### src/pkg/pmsq_pkg.sv
// Constants and types for the power mode sequencer
package pmsq_pkg;

    // --------------------------------------------------------------
    // Clock and tick timing
    // --------------------------------------------------------------
    localparam int CLK_PERIOD_NS  = 5;
    localparam int MS_NS          = 1000000;
    localparam int TICK_PERIOD_NS = 1000000;  // 1 kHz sequencer tick
    localparam int TICK_CYCLES_DEFAULT = TICK_PERIOD_NS / CLK_PERIOD_NS;

    // --------------------------------------------------------------
    // Times in ms and their counts in ticks
    // --------------------------------------------------------------
    localparam int DEGLITCH_MS     = 32;
    localparam int REF_WAIT_MS     = 5;
    localparam int ACK_DEADLINE_MS = 128;
    localparam int ABORT_GAP_MS    = 2;
    localparam int BATT_LOW_MS     = 5;
    localparam logic [5:0] DEGLITCH_TICKS =
        6'(DEGLITCH_MS * MS_NS / TICK_PERIOD_NS);
    localparam logic [7:0] REF_WAIT_TICKS =
        8'(REF_WAIT_MS * MS_NS / TICK_PERIOD_NS);
    localparam logic [7:0] ACK_TICKS =
        8'(ACK_DEADLINE_MS * MS_NS / TICK_PERIOD_NS);
    localparam logic [7:0] ABORT_TICKS =
        8'(ABORT_GAP_MS * MS_NS / TICK_PERIOD_NS);
    // Longer than the low time: one tick beyond it
    localparam logic [2:0] BATT_LOW_TICKS =
        3'(BATT_LOW_MS * MS_NS / TICK_PERIOD_NS + 1);
    localparam logic [5:0] SEQ_MAX = 6'h3F;

    // --------------------------------------------------------------
    // Register map
    // --------------------------------------------------------------
    localparam logic [7:0] REG_POWER_ON_EVENT   = 8'h00;
    localparam logic [7:0] POWER_ON_EVENT_RESET = 8'h00;
    localparam int BIT_ACK  = 4;
    localparam int BIT_BATT = 3;
    localparam int BIT_BTN  = 2;
    localparam int BIT_ADP  = 1;
    localparam int BIT_USB  = 0;

    // --------------------------------------------------------------
    // Sequenced outputs and default on delays in ms
    // --------------------------------------------------------------
    localparam int OUT_LIN   = 0;
    localparam int OUT_CORE  = 1;
    localparam int OUT_SEC   = 2;
    localparam int OUT_THIRD = 3;
    localparam int OUT_RST   = 4;
    localparam int NUM_OUT   = 5;
    localparam logic [5:0] LINEAR_REG_DELAY_MS    = 6'h05;
    localparam logic [5:0] CORE_DELAY_MS          = 6'h0F;
    localparam logic [5:0] SECOND_DELAY_MS        = 6'h14;
    localparam logic [5:0] THIRD_DELAY_MS         = 6'h19;
    localparam logic [5:0] RESET_RELEASE_DELAY_MS = 6'h3C;

    // --------------------------------------------------------------
    // Synchronised inputs and deglitch filters
    // --------------------------------------------------------------
    localparam int IN_BTN   = 0;
    localparam int IN_ADP   = 1;
    localparam int IN_USB   = 2;
    localparam int IN_ACK   = 3;
    localparam int IN_UVLO  = 4;
    localparam int IN_ALARM = 5;
    localparam int IN_LOW   = 6;
    localparam int NUM_IN   = 7;
    localparam int NUM_FILT = 3;

    typedef enum logic [2:0] {
        S_OFF, S_STANDBY, S_REF, S_ON, S_ABORT, S_DOWN, S_CHG
    } pmsq_state_type;

    typedef enum logic [1:0] {
        BTN_RISE, BTN_FALL, BTN_HIGH, BTN_LOW
    } pmsq_button_type;

endpackage

### src/verilog/pmsq_sequencer.sv
// Operating mode state machine and power on/off sequencer
// Function
// - Standby leaves for Active only on button, adapter or USB wake.
// - Standby drops to Power Off when battery is not above lockout.
// - Battery insertion skips Standby if above alarm level, else Standby.
// - After wake, enable references, wait 5 ms, then start delays.
// - Each supply group and reset has own 0..63 ms factory delay.
// - 6-bit 1 kHz counter counts up from 0, down from 63.
// - Counting up past an output's delay enables it or releases reset.
// - Counting down below an output's delay disables it or asserts reset.
// - Defaults: linear 5, core 15, second 20, third 25, reset 60 ms.
// - Off delay is 63 minus on delay, giving reverse order.
// - Button wake mode selectable, 32 ms deglitch, drives status output.
// - No ack, no supply: reset low, supplies off 2 ms later, Standby.
// - No ack with supply: same abort, then Charger Standby.
// - Deglitched adapter starts sequencer whatever the battery voltage.
// - USB starts only above alarm level, else waits for charging.
// - Four read-only cause flags, cleared on power off.
// - Button in Active only changes status output, no power down.
// - Ack withdrawal with external supply present does not power down.
// - Supply removal keeps Active unless battery low alarm or no ack.
// - Charger Standby: outputs off, wake goes Active, no supply Standby.
// - Reset output open-drain, low in Off, Standby, Charger Standby.
// - Battery below low level over 5 ms with no external supply forces Power Off.
`timescale 1ns/1ps
`default_nettype none

module pmsq_sequencer #(
    parameter int TICK_CYCLES = pmsq_pkg::TICK_CYCLES_DEFAULT,
    parameter pmsq_pkg::pmsq_button_type BUTTON_MODE = pmsq_pkg::BTN_FALL,
    parameter logic [5:0] LINEAR_REG_DELAY = pmsq_pkg::LINEAR_REG_DELAY_MS,
    parameter logic [5:0] CORE_DELAY = pmsq_pkg::CORE_DELAY_MS,
    parameter logic [5:0] SECOND_DELAY = pmsq_pkg::SECOND_DELAY_MS,
    parameter logic [5:0] THIRD_DELAY = pmsq_pkg::THIRD_DELAY_MS,
    parameter logic [5:0] RESET_RELEASE_DELAY =
        pmsq_pkg::RESET_RELEASE_DELAY_MS
) (
    // Clock and reset
    input  wire logic       clk,
    input  wire logic       rst,
    // Wake and supply detection pins
    input  wire logic       push_button_wake,
    input  wire logic       adapter_supply_in,
    input  wire logic       usb_supply_detect,
    input  wire logic       host_ack_pin,
    // Battery comparators, high while above the level
    input  wire logic       above_lockout_level,
    input  wire logic       above_battery_alarm_level,
    input  wire logic       above_battery_low_level,
    // Register port
    input  wire logic [7:0] reg_addr,
    input  wire logic       reg_wr,
    input  wire logic [7:0] reg_wdata,
    output logic      [7:0] reg_rdata,
    // Supply enables
    output logic            references_en,
    output logic            linear_reg_en,
    output logic            core_switcher_en,
    output logic            second_switcher_en,
    output logic            third_switcher_en,
    output logic            charger_default_mode,
    // Open-drain pins
    output logic            system_reset_n_out,
    output logic            system_reset_n_oe,
    output logic            button_status_out_out,
    output logic            button_status_out_oe
);
    import pmsq_pkg::*;

    localparam int DIV_W = $clog2(TICK_CYCLES);

    pmsq_state_type  state;
    logic [NUM_IN-1:0] sync1, sync2;
    logic [DIV_W-1:0]  div_cnt;
    logic              tick;
    logic [NUM_FILT-1:0] raw, dg, dg_d;
    logic [5:0]        filt_cnt [NUM_FILT];
    logic [5:0]        dly [NUM_OUT];
    logic [NUM_OUT-1:0] en;
    logic [7:0]        tmr;
    logic [5:0]        seq_cnt;
    logic [2:0]        low_cnt;
    logic [3:0]        flags;
    logic              host_ack_bit, acked, usb_pend, uvlo_d;
    logic              ext, ack_now, alarm_ok, uvlo_ok, uvlo_rise;
    logic              btn_ev, adp_ev, usb_go, wake, idle;
    logic              batt_dead, start_now;

    // --------------------------------------------------------------
    // Input synchronisers and 1 kHz tick
    // --------------------------------------------------------------
    // Every wake, supply, ack and battery pin is asynchronous; only sync2 is used by logic
    always_ff @(posedge clk or posedge rst) begin
        if (rst) begin
            sync1 <= '0;
            sync2 <= '0;
        end else begin
            sync1 <= {above_battery_low_level, above_battery_alarm_level,
                      above_lockout_level, host_ack_pin,
                      usb_supply_detect, adapter_supply_in,
                      push_button_wake};
            sync2 <= sync1;
        end
    end

    // Divider for the sequencer tick
    always_ff @(posedge clk or posedge rst) begin
        if (rst) begin
            div_cnt <= '0;
            tick    <= 1'b0;
        end else begin
            tick <= (div_cnt == DIV_W'(TICK_CYCLES - 1));
            if (div_cnt == DIV_W'(TICK_CYCLES - 1))
                div_cnt <= '0;
            else
                div_cnt <= div_cnt + 1'b1;
        end
    end

    // --------------------------------------------------------------
    // Deglitch filters
    // --------------------------------------------------------------
    assign raw = {sync2[IN_USB], sync2[IN_ADP], sync2[IN_BTN]};

    // A level is taken only after it stands for the full count
    for (genvar f = 0; f < NUM_FILT; f++) begin : g_filt
        always_ff @(posedge clk or posedge rst) begin
            if (rst) begin
                dg[f]       <= 1'b0;
                filt_cnt[f] <= '0;
            end else if (raw[f] == dg[f]) begin
                filt_cnt[f] <= '0;
            end else if (tick) begin
                if (filt_cnt[f] == DEGLITCH_TICKS - 6'h01) begin
                    dg[f]       <= raw[f];
                    filt_cnt[f] <= '0;
                end else begin
                    filt_cnt[f] <= filt_cnt[f] + 6'h01;
                end
            end
        end
    end

    // Previous filtered levels and synchronised lockout level for edge detection
    always_ff @(posedge clk or posedge rst) begin
        if (rst) begin
            dg_d   <= '0;
            uvlo_d <= 1'b0;
        end else begin
            dg_d   <= dg;
            uvlo_d <= sync2[IN_UVLO];
        end
    end

    // --------------------------------------------------------------
    // Wake events
    // --------------------------------------------------------------
    assign ext       = dg[IN_ADP] | dg[IN_USB];
    assign ack_now   = host_ack_bit | sync2[IN_ACK];
    assign alarm_ok  = sync2[IN_ALARM];
    assign uvlo_ok   = sync2[IN_UVLO];
    assign uvlo_rise = uvlo_ok & ~uvlo_d;
    assign adp_ev    = dg[IN_ADP] & ~dg_d[IN_ADP];
    assign usb_go    = usb_pend & alarm_ok;
    assign idle      = (state == S_OFF) || (state == S_STANDBY) ||
                       (state == S_CHG);

    // Button wake condition chosen at build time
    always_comb begin
        case (BUTTON_MODE)
            BTN_RISE: btn_ev = dg[IN_BTN] & ~dg_d[IN_BTN];
            BTN_FALL: btn_ev = ~dg[IN_BTN] & dg_d[IN_BTN];
            BTN_HIGH: btn_ev = dg[IN_BTN];
            BTN_LOW:  btn_ev = ~dg[IN_BTN];
            default:  btn_ev = 1'b0;
        endcase
    end

    assign wake = btn_ev | adp_ev | usb_go;

    // USB arrival waits here until the battery reaches the alarm level
    always_ff @(posedge clk or posedge rst) begin
        if (rst)
            usb_pend <= 1'b0;
        else if (!dg[IN_USB] || start_now || !idle)
            usb_pend <= 1'b0;
        else if (dg[IN_USB] && !dg_d[IN_USB])
            usb_pend <= 1'b1;
    end

    // Start of a power-on from any idle state
    always_comb begin
        case (state)
            S_OFF:     start_now = adp_ev || (uvlo_rise && alarm_ok);
            S_STANDBY: start_now = uvlo_ok && wake;
            S_CHG:     start_now = wake;
            default:   start_now = 1'b0;
        endcase
        start_now = start_now && !batt_dead;
    end

    // --------------------------------------------------------------
    // Battery low supervisor
    // --------------------------------------------------------------
    // An external supply holds the part up whatever the battery does
    always_ff @(posedge clk or posedge rst) begin
        if (rst)
            low_cnt <= '0;
        else if (sync2[IN_LOW] || ext)
            low_cnt <= '0;
        else if (tick && low_cnt != BATT_LOW_TICKS)
            low_cnt <= low_cnt + 3'h1;
    end

    assign batt_dead = (low_cnt == BATT_LOW_TICKS) && (state != S_OFF);

    // --------------------------------------------------------------
    // Mode state machine
    // --------------------------------------------------------------
    always_ff @(posedge clk or posedge rst) begin
        if (rst) begin
            state   <= S_OFF;
            tmr     <= '0;
            seq_cnt <= '0;
            acked   <= 1'b0;
        end else if (batt_dead) begin
            state <= S_OFF;
            tmr   <= '0;
        end else begin
            case (state)
                S_OFF: begin
                    tmr <= '0;
                    if (start_now)
                        state <= S_REF;
                    else if (uvlo_rise)
                        state <= S_STANDBY;
                end
                S_STANDBY: begin
                    tmr <= '0;
                    if (!uvlo_ok)
                        state <= S_OFF;
                    else if (start_now)
                        state <= S_REF;
                end
                S_CHG: begin
                    tmr <= '0;
                    if (start_now)
                        state <= S_REF;
                    else if (!ext)
                        state <= S_STANDBY;
                end
                S_REF: begin
                    if (tick) begin
                        tmr <= tmr + 8'h01;
                        if (tmr == REF_WAIT_TICKS - 8'h01) begin
                            state   <= S_ON;
                            tmr     <= '0;
                            seq_cnt <= '0;
                            acked   <= 1'b0;
                        end
                    end
                end
                S_ON: begin
                    if (tick && seq_cnt != SEQ_MAX)
                        seq_cnt <= seq_cnt + 6'h01;
                    if (ack_now)
                        acked <= 1'b1;
                    if (!acked && !ack_now) begin
                        if (tick) begin
                            tmr <= tmr + 8'h01;
                            if (tmr == ACK_TICKS - 8'h01) begin
                                state <= S_ABORT;
                                tmr   <= '0;
                            end
                        end
                    end else if (acked && !ext &&
                                 (!ack_now || !alarm_ok)) begin
                        state   <= S_DOWN;
                        seq_cnt <= SEQ_MAX;
                    end
                end
                S_ABORT: begin
                    if (tick) begin
                        tmr <= tmr + 8'h01;
                        if (tmr == ABORT_TICKS - 8'h01)
                            state <= ext ? S_CHG : S_STANDBY;
                    end
                end
                S_DOWN: begin
                    if (tick) begin
                        if (seq_cnt == '0)
                            state <= S_STANDBY;
                        else
                            seq_cnt <= seq_cnt - 6'h01;
                    end
                end
                default: state <= S_OFF;
            endcase
        end
    end

    // --------------------------------------------------------------
    // Output comparators
    // --------------------------------------------------------------
    assign dly[OUT_LIN]   = LINEAR_REG_DELAY;
    assign dly[OUT_CORE]  = CORE_DELAY;
    assign dly[OUT_SEC]   = SECOND_DELAY;
    assign dly[OUT_THIRD] = THIRD_DELAY;
    assign dly[OUT_RST]   = RESET_RELEASE_DELAY;

    // One comparator per output; same value sets on and off times
    for (genvar i = 0; i < NUM_OUT; i++) begin : g_out
        always_ff @(posedge clk or posedge rst) begin
            if (rst)
                en[i] <= 1'b0;
            else if (idle || state == S_REF)
                en[i] <= 1'b0;
            else if (state == S_ABORT && i == OUT_RST)
                en[i] <= 1'b0;
            else if (state == S_ON && seq_cnt > dly[i])
                en[i] <= 1'b1;
            else if (state == S_DOWN && seq_cnt < dly[i])
                en[i] <= 1'b0;
        end

        property p_on_cause;
            @(posedge clk) disable iff (rst)
            $rose(en[i]) |-> $past(seq_cnt) > dly[i];
        endproperty
        a_on_cause: assert property (p_on_cause)
            else $error("output enabled before its delay");

        property p_off_cause;
            @(posedge clk) disable iff (rst)
            $fell(en[i]) && $past(state) == S_DOWN
                |-> $past(seq_cnt) < dly[i];
        endproperty
        a_off_cause: assert property (p_off_cause)
            else $error("output disabled before its off delay");
    end

    // --------------------------------------------------------------
    // Power on event register
    // --------------------------------------------------------------
    // A new cause wins over the clear of the previous power cycle
    always_ff @(posedge clk or posedge rst) begin
        if (rst)
            flags <= POWER_ON_EVENT_RESET[3:0];
        else if (start_now)
            flags <= {state == S_OFF && uvlo_rise, btn_ev && !adp_ev,
                      adp_ev, usb_go && !adp_ev && !btn_ev};
        else if (idle)
            flags <= '0;
    end

    // Host write wins over the hardware clear
    always_ff @(posedge clk or posedge rst) begin
        if (rst)
            host_ack_bit <= POWER_ON_EVENT_RESET[BIT_ACK];
        else if (reg_wr && reg_addr == REG_POWER_ON_EVENT)
            host_ack_bit <= reg_wdata[BIT_ACK];
        else if (idle)
            host_ack_bit <= 1'b0;
    end

    // Unmapped addresses read as zero
    always_ff @(posedge clk or posedge rst) begin
        if (rst)
            reg_rdata <= '0;
        else if (reg_addr == REG_POWER_ON_EVENT)
            reg_rdata <= {3'h0, host_ack_bit, flags};
        else
            reg_rdata <= '0;
    end

    // --------------------------------------------------------------
    // Outputs
    // --------------------------------------------------------------
    always_ff @(posedge clk or posedge rst) begin
        if (rst) begin
            references_en        <= 1'b0;
            charger_default_mode <= 1'b0;
        end else begin
            references_en        <= !idle;
            charger_default_mode <= (state == S_CHG);
        end
    end

    assign linear_reg_en         = en[OUT_LIN];
    assign core_switcher_en      = en[OUT_CORE];
    assign second_switcher_en    = en[OUT_SEC];
    assign third_switcher_en     = en[OUT_THIRD];
    assign system_reset_n_out    = 1'b0;
    assign system_reset_n_oe     = ~en[OUT_RST];
    assign button_status_out_out = 1'b0;
    // Status follows the filtered button only; it never powers down
    assign button_status_out_oe  = ~dg[IN_BTN];

    // --------------------------------------------------------------
    // Checks
    // --------------------------------------------------------------
    property p_reset_idle;
        @(posedge clk) disable iff (rst)
        ##1 $past(idle) |-> system_reset_n_oe;
    endproperty
    a_reset_idle: assert property (p_reset_idle)
        else $error("reset released while idle");

    property p_ref_wait;
        @(posedge clk) disable iff (rst)
        $rose(state == S_ON) |-> $past(state == S_REF, 1) ##0
            $past(tmr) == REF_WAIT_TICKS - 8'h01;
    endproperty
    a_ref_wait: assert property (p_ref_wait)
        else $error("sequencer started before reference wait");

    property p_ack_timeout;
        @(posedge clk) disable iff (rst)
        state == S_ON && !acked && !ack_now && tick && !batt_dead &&
            tmr == ACK_TICKS - 8'h01 |=> state == S_ABORT;
    endproperty
    a_ack_timeout: assert property (p_ack_timeout)
        else $error("missing ack did not abort");

    property p_abort_reset;
        @(posedge clk) disable iff (rst)
        state == S_ABORT ##1 state == S_ABORT |-> system_reset_n_oe;
    endproperty
    a_abort_reset: assert property (p_abort_reset)
        else $error("reset not driven during abort");

    property p_abort_exit;
        @(posedge clk) disable iff (rst)
        $fell(state == S_ABORT) && !$past(batt_dead)
            |-> state == ($past(ext) ? S_CHG : S_STANDBY);
    endproperty
    a_abort_exit: assert property (p_abort_exit)
        else $error("abort entered the wrong standby state");

    property p_ext_holds;
        @(posedge clk) disable iff (rst)
        state == S_ON && ext |=> state != S_DOWN;
    endproperty
    a_ext_holds: assert property (p_ext_holds)
        else $error("power down with external supply present");

    property p_ack_holds;
        @(posedge clk) disable iff (rst)
        state == S_ON && ack_now && alarm_ok |=> state != S_DOWN;
    endproperty
    a_ack_holds: assert property (p_ack_holds)
        else $error("power down while acknowledged");

    property p_lockout;
        @(posedge clk) disable iff (rst)
        state == S_STANDBY && !uvlo_ok |=> state == S_OFF;
    endproperty
    a_lockout: assert property (p_lockout)
        else $error("standby held below lockout");

    property p_flags_clear;
        @(posedge clk) disable iff (rst)
        idle && !start_now |=> flags == 4'h0;
    endproperty
    a_flags_clear: assert property (p_flags_clear)
        else $error("cause flags not cleared when off");

endmodule // pmsq_sequencer

`default_nettype wire

### config.mk
export PLATFORM = sky130hd
export DESIGN_NAME = pmsq_sequencer
export DESIGN_NICKNAME = d
export VERILOG_FILES = /design/src/pkg/pmsq_pkg.sv /design/src/verilog/pmsq_sequencer.sv
export SDC_FILE = /design/constraint.sdc
export NUM_CORES = 1
export LEC_CHECK = 0
export BUFFER_PORTS_ARGS = -buffer_cell sky130_fd_sc_hd__buf_2
export CORE_UTILIZATION = 60
export DETAILED_ROUTE_END_ITERATION = 12
export PLACE_DENSITY = 0.8
export SLEW_MARGIN = 20
export SYNTH_ARGS = -nofsm -noshare
export SYNTH_HDL_FRONTEND = slang
export SYNTH_SLANG_ARGS = --single-unit
### constraint.sdc
create_clock -name clk -period 7.6 [get_ports clk]
set_clock_uncertainty 0.2 [all_clocks]
set_input_delay 1.14 -clock clk [delete_from_list [all_inputs] [get_ports clk]]
set_output_delay 1.14 -clock clk [all_outputs]
set_load 0.03 [all_outputs]
Word-level counts from Yosys, hierarchy flattened

Cells that the tools add are included.

Reduce and logical (&&, ||, !) cells: 70
Bitwise logic cells: 16
Multiplexer cells: 75
$add $sub $neg: 8
$lt $le $gt $ge: 10
Eq/ne operators: 38

Operators with widths:

| kind                                                           | count |
|---|---|
| 2-to-1 mux 6 bit                                               | 16 |
| 2-to-1 mux 3 bit                                               | 20 |
| 2-to-1 mux 8 bit                                               | 7 |
| one-hot mux 8 bit (4 select lines)                             | 1 |
| != test 3 bit (second input constant)                          | 9 |
| logical AND 1 bit                                              | 25 |
| adder 6 x 1 -> 6 bit (second input constant)                   | 4 |
| != test 4 bit (second input constant)                          | 6 |
| 2-to-1 mux 1 bit                                               | 23 |
| one-hot mux 3 bit (7 select lines)                             | 1 |
| adder 18 x 1 -> 18 bit (second input constant)                 | 1 |
| equality test 18 bit (second input constant)                   | 1 |
| equality test 6 x 5 -> 1 bit (second input constant)           | 3 |
| 2-to-1 mux 18 bit                                              | 1 |
| one-hot mux 6 bit (3 select lines)                             | 1 |
| nonzero test 3 bit                                             | 6 |
| nonzero test 2 bit                                             | 8 |
| equality test 3 bit (second input constant)                    | 4 |
| greater-than comparator 6 x 5 -> 1 bit (second input constant) | 2 |
| < comparator 6 x 5 -> 1 bit (second input constant)            | 2 |
| AND reduction 12 bit                                           | 1 |
| zero test 1 bit                                                | 10 |
| != test 2 bit (second input constant)                          | 5 |
| AND reduction 5 bit                                            | 2 |
| 32 further kinds                                               | 58 |

Output and inout port bits: 18
Bits of input ports: 26
Word-level logic and storage cells: 245
Register bits: 100

Depth between registers and ports, before layout

Word-level depth: 11
Depth in mapped cells: 9
Depth with buffers taken out: 8

Worst setup path before layout

Ideal clock, no wire load.

Path type: input to register
Start point: input reg_addr[5]
End point: register host_ack_bit
Cell stages on the path: 5
Data required time: 7.283 ns
Data arrival time: 2.072 ns
Buffers on the path: 0
Slack: 5.211 ns
Cell sequence: or4_1 nor2_1 nand2_1 nand3_1 nand2_1

Cells in the longest elaborated chain, start to end: 3
Elaborated cells on any way between the ends: 4
Classes of those cells: 1 x mux; 3 x reduce/logical

Ends and longest elaborated chain:

| item                                                   | RTL line              | RTL |
|---|---|---|
| start, declared                                        | pmsq_sequencer.sv:51  | `input wire logic [7:0] reg_addr,` |
| zero test 8 bit *                                      | pmsq_sequencer.sv:360 | `else if (reg_wr && reg_addr == REG_POWER_ON_EVENT)` |
| logical AND 1 bit *                                    | pmsq_sequencer.sv:360 |  |
| 2-to-1 mux 1 bit or nonzero test 2 bit (tied branches) | n/a                   |  |
| end signal, assigned                                   | pmsq_sequencer.sv:359 | `host_ack_bit <= POWER_ON_EVENT_RESET[BIT_ACK];` |
| end signal, assigned                                   | pmsq_sequencer.sv:361 | `host_ack_bit <= reg_wdata[BIT_ACK];` |
| end, declared                                          | pmsq_sequencer.sv:84  | `logic host_ack_bit, acked, usb_pend, uvlo_d;` |

Every way passes the cells marked *; elsewhere a longest branch is shown, timed or not.
A chain may end at the register's enable or synchronous reset.

Worst setup path after layout

Start point: register state[2]
End point: register tmr[5]

Cells in the longest elaborated chain, start to end: 4
Elaborated cells on any way between the ends: 17
Classes of those cells: 9 x eq/ne; 2 x mux; 6 x reduce/logical

Ends and longest elaborated chain:

| item                                                              | RTL line              | RTL |
|---|---|---|
| start, declared                                                   | pmsq_sequencer.sv:72  | `pmsq_state_type state;` |
| start signal, assigned                                            | pmsq_sequencer.sv:286 | `state <= ext ? S_CHG : S_STANDBY;` |
| equality test 3 x 1 -> 1 bit (tied with other cells)              | pmsq_sequencer.sv:230 | `case (state)` |
| OR reduction 3 bit (no line) or logical AND 1 bit (tied branches) | n/a                   |  |
| nonzero test 5 bit (no line) (tied with other cells)              | n/a                   |  |
| AND reduction 5 bit (no line) or 2-to-1 mux 8 bit (tied branches) | n/a                   |  |
| end signal, assigned                                              | pmsq_sequencer.sv:254 | `tmr <= tmr + 8'h01;` |
| end signal, assigned                                              | pmsq_sequencer.sv:270 | `tmr <= tmr + 8'h01;` |
| end signal, assigned                                              | pmsq_sequencer.sv:284 | `tmr <= tmr + 8'h01;` |
| end, declared                                                     | pmsq_sequencer.sv:80  | `logic [7:0] tmr;` |

Several ways; a longest one is shown, not always the timed one.

==> impl_metrics.yaml <==
power:
  vdd_ir_drop_max_uv: 145
  power_leakage_nw: 2.40
  p_per_area_mw_per_mm2: 254
cells_and_area:
  seqCellArea_sq_mm: 0.00243
  antennaDiodeCount: 0
  fill_cells: 609
  area_growth_syn_to_layout_pct: 7.76
  design_area_sq_mm: 0.00535
  layout-drive-gt1-share: 0.112
  nets: 586
  fin_util: 0.679
  mostFrequentLayoutCells: "dfrtp_1, nor2_1, nand2_1, o21ai_0, buf_2"
  final_common_cell: "dfrtp_1"
  final_cells: 655
  multiInputGateArea_sq_mm: 0.00238
grt:
  antenna_found_initial: 0
  grtUsageTotal: 0.246
  grt_max_degree: 76
  overflow: 0
  grt_pass1_wl_um: 16900
  grt_pass1_vias: 3805
detailed_routing:
  wl_per_cell_um: 15.1
  routed_wl_um: 9890
  firstDrtPassIters: 5
  drt-initial-drc-count: 223
  final_antenna_net_count: 0
  drc: 0
  routed_via_density: 6.03
  num_vias: 3949
timing:
  setup_viol: 0
  slew_headroom: 0.313
  tightest_slew_ps: 1030
  setup_tns_ps: 0
  rsz0062_at_grt: "no"
  timing.final.crit_share: 0.377
  hold_viol: 0
  slew_viol_final: 0
  period_minus_slack_ps: 2870
  fmax_mhz: 349
floorplanning:
  start_util: 0.630
  die_area_sq_mm: 0.00865
  die_w_um: 93
  fp.dieH_um: 93
  io_pins: 44
  core_area_sq_mm: 0.00789
  row_count: 32
clock_tree:
  cts_max_path_buffers: 2
  postCtsSetupBuffers: 0
  cts_buffers: 9
  clkTransAtPathRegs_ps: 100
  insertion_delay_ps: 360
  clock-sinks: 97
  cts_max_level: 3
  hold_buffers: 0
  cts_tree: "done"
  cts-resized-gates: 0
  cts-root-buf: "clkbuf_8"
synth:
  synthesis.area_sq_mm: 0.00497
  seq_area_frac_synth: 0.489
  synthArstFlopShare: 1.00
  yosysWarnings: 0
  synth-main-ff-cell: "dfrtp_1"
  synth_edf_count: 0
  yosysUniqueCellTypes: 68
  avgSynthCellArea_sq_um: 9.45
  synthCells: 526
  ys_ff_latch: 97
run_status:
  status: "complete, no violations"
worst_setup_path:
  critPathArrivalTime_ps: 2940
  path_max_fanout: 26
  start_kind: "flop"
  crit_required_ps: 7670
  criticalPathCategory: "reg2reg"
  cp-startpoint: "state[2]"
  end_kind: "flop"
  reg2reg_from: "state[2]"
placed_design:
  numPortBuffers: 31
  place_congestion: 0.860
  placed_area_sq_mm: 0.00516
  dp_hpwl_um: 6880
  dp.cells: 639
flow_run:
  maxCapViolations: 0
worst_hold_path:
  hp-start: "sync1[1]"
  hp-class: "reg2reg"
flip-flops by register name (all words and copies together), names as in the netlist, 3 cells and up:
register,count
div_cnt,18
filt_cnt,18
tmr,8
sync1,7
sync2,7
seq_cnt,6
reg_rdata,5
flags,4
dg,3
dg_d,3
low_cnt,3
state,3
per-stage QoR:
step / power (mW) / setup slack (ps) / hold WS (ps)
after floorplan: 0.941 / 3730 / 131
after global placement: 1.01 / 4840 / 132
after detailed placement: 1.03 / 4780 / 137
after CTS: 1.36 / 4760 / 156
after global routing: 1.45 / 4420 / 165
final: 1.36 / 4730 / 151
final cells by class:
type                       count  area share
clock buffer                  11      0.0245
clock inverter                 5      0.0119
inverter                      16      0.0117
multi-input combinational    392       0.444
sequential                    97       0.453
tap                          102      0.0238
timing repair buffer          32      0.0304
worst max-delay path: stages (launching register included):
cell and delay (ps):
dfrtp_1 830, inv_1 210, nor2_1 420, o21bai_1 160, a21oi_1 500, nand2b_1 210
o22ai_1 230
routing by layer:
metal,vias to the layer above,share of wire,global-route usage
met5,-,0,0
met4,0,0.016,0.0872
met3,13,0.043,0.0480
met2,103,0.50,0.417
met1,1920,0.44,0.315
li1,1913,-,-
synthesized netlist by cell type (all sizes together) (4+ instances only):
cell	n	area share
buf	10	0.012
nor3	22	0.023
o22ai	5	0.0063
clkbuf	15	0.012
nand2	45	0.034
and3	10	0.013
a22o	6	0.011
xor2	16	0.028
a21oi	30	0.030
nand4	15	0.020
nand2b	9	0.011
inv	15	0.011
ha	12	0.030
a21o	4	0.0063
mux2i	4	0.0081
o32ai	4	0.0071
o21ai	31	0.031
xnor2	9	0.016
o211ai	6	0.0091
nor2b	8	0.010
o31ai	5	0.0076
nand3	24	0.024
nor2	65	0.049
dfrtp	97	0.49
and2	7	0.0088
path summary, 6_finish.rpt:
kind,endpoint,slack (ps),depth (start not counted)
max,tmr[5],4730,6
min,sync2[1],150,0
max reg2reg,tmr[5],4730,6
min reg2reg,sync2[1],150,0
max in group asynchronous,sync1[5],5500,3
min in group asynchronous,div_cnt[13],510,2
where the power goes:
part	total, mW	internal (mW)	switching [mW]
logic	0.388	0.149	0.239
clock network	0.334	0.156	0.178
registers	0.639	0.550	0.0886
cell families (layout without fill, tap and decap cells):
logic type / Yosys count / count (layout) / synth area share
AO/OA/AOI/OAI: 118 / 118 / 0.157
XOR/XNOR: 25 / 25 / 0.0441
buffers and inverters: 41 / 64 / 0.0358
multiplexers: 7 / 7 / 0.0149
other: 1 / 5 / 0.000755
adder cells (fa/ha/maj): 12 / 12 / 0.0302
flip-flops: 97 / 97 / 0.489
AND/OR/NAND/NOR: 225 / 225 / 0.228
No activity file was read; power rests on OpenSTA's default activity.
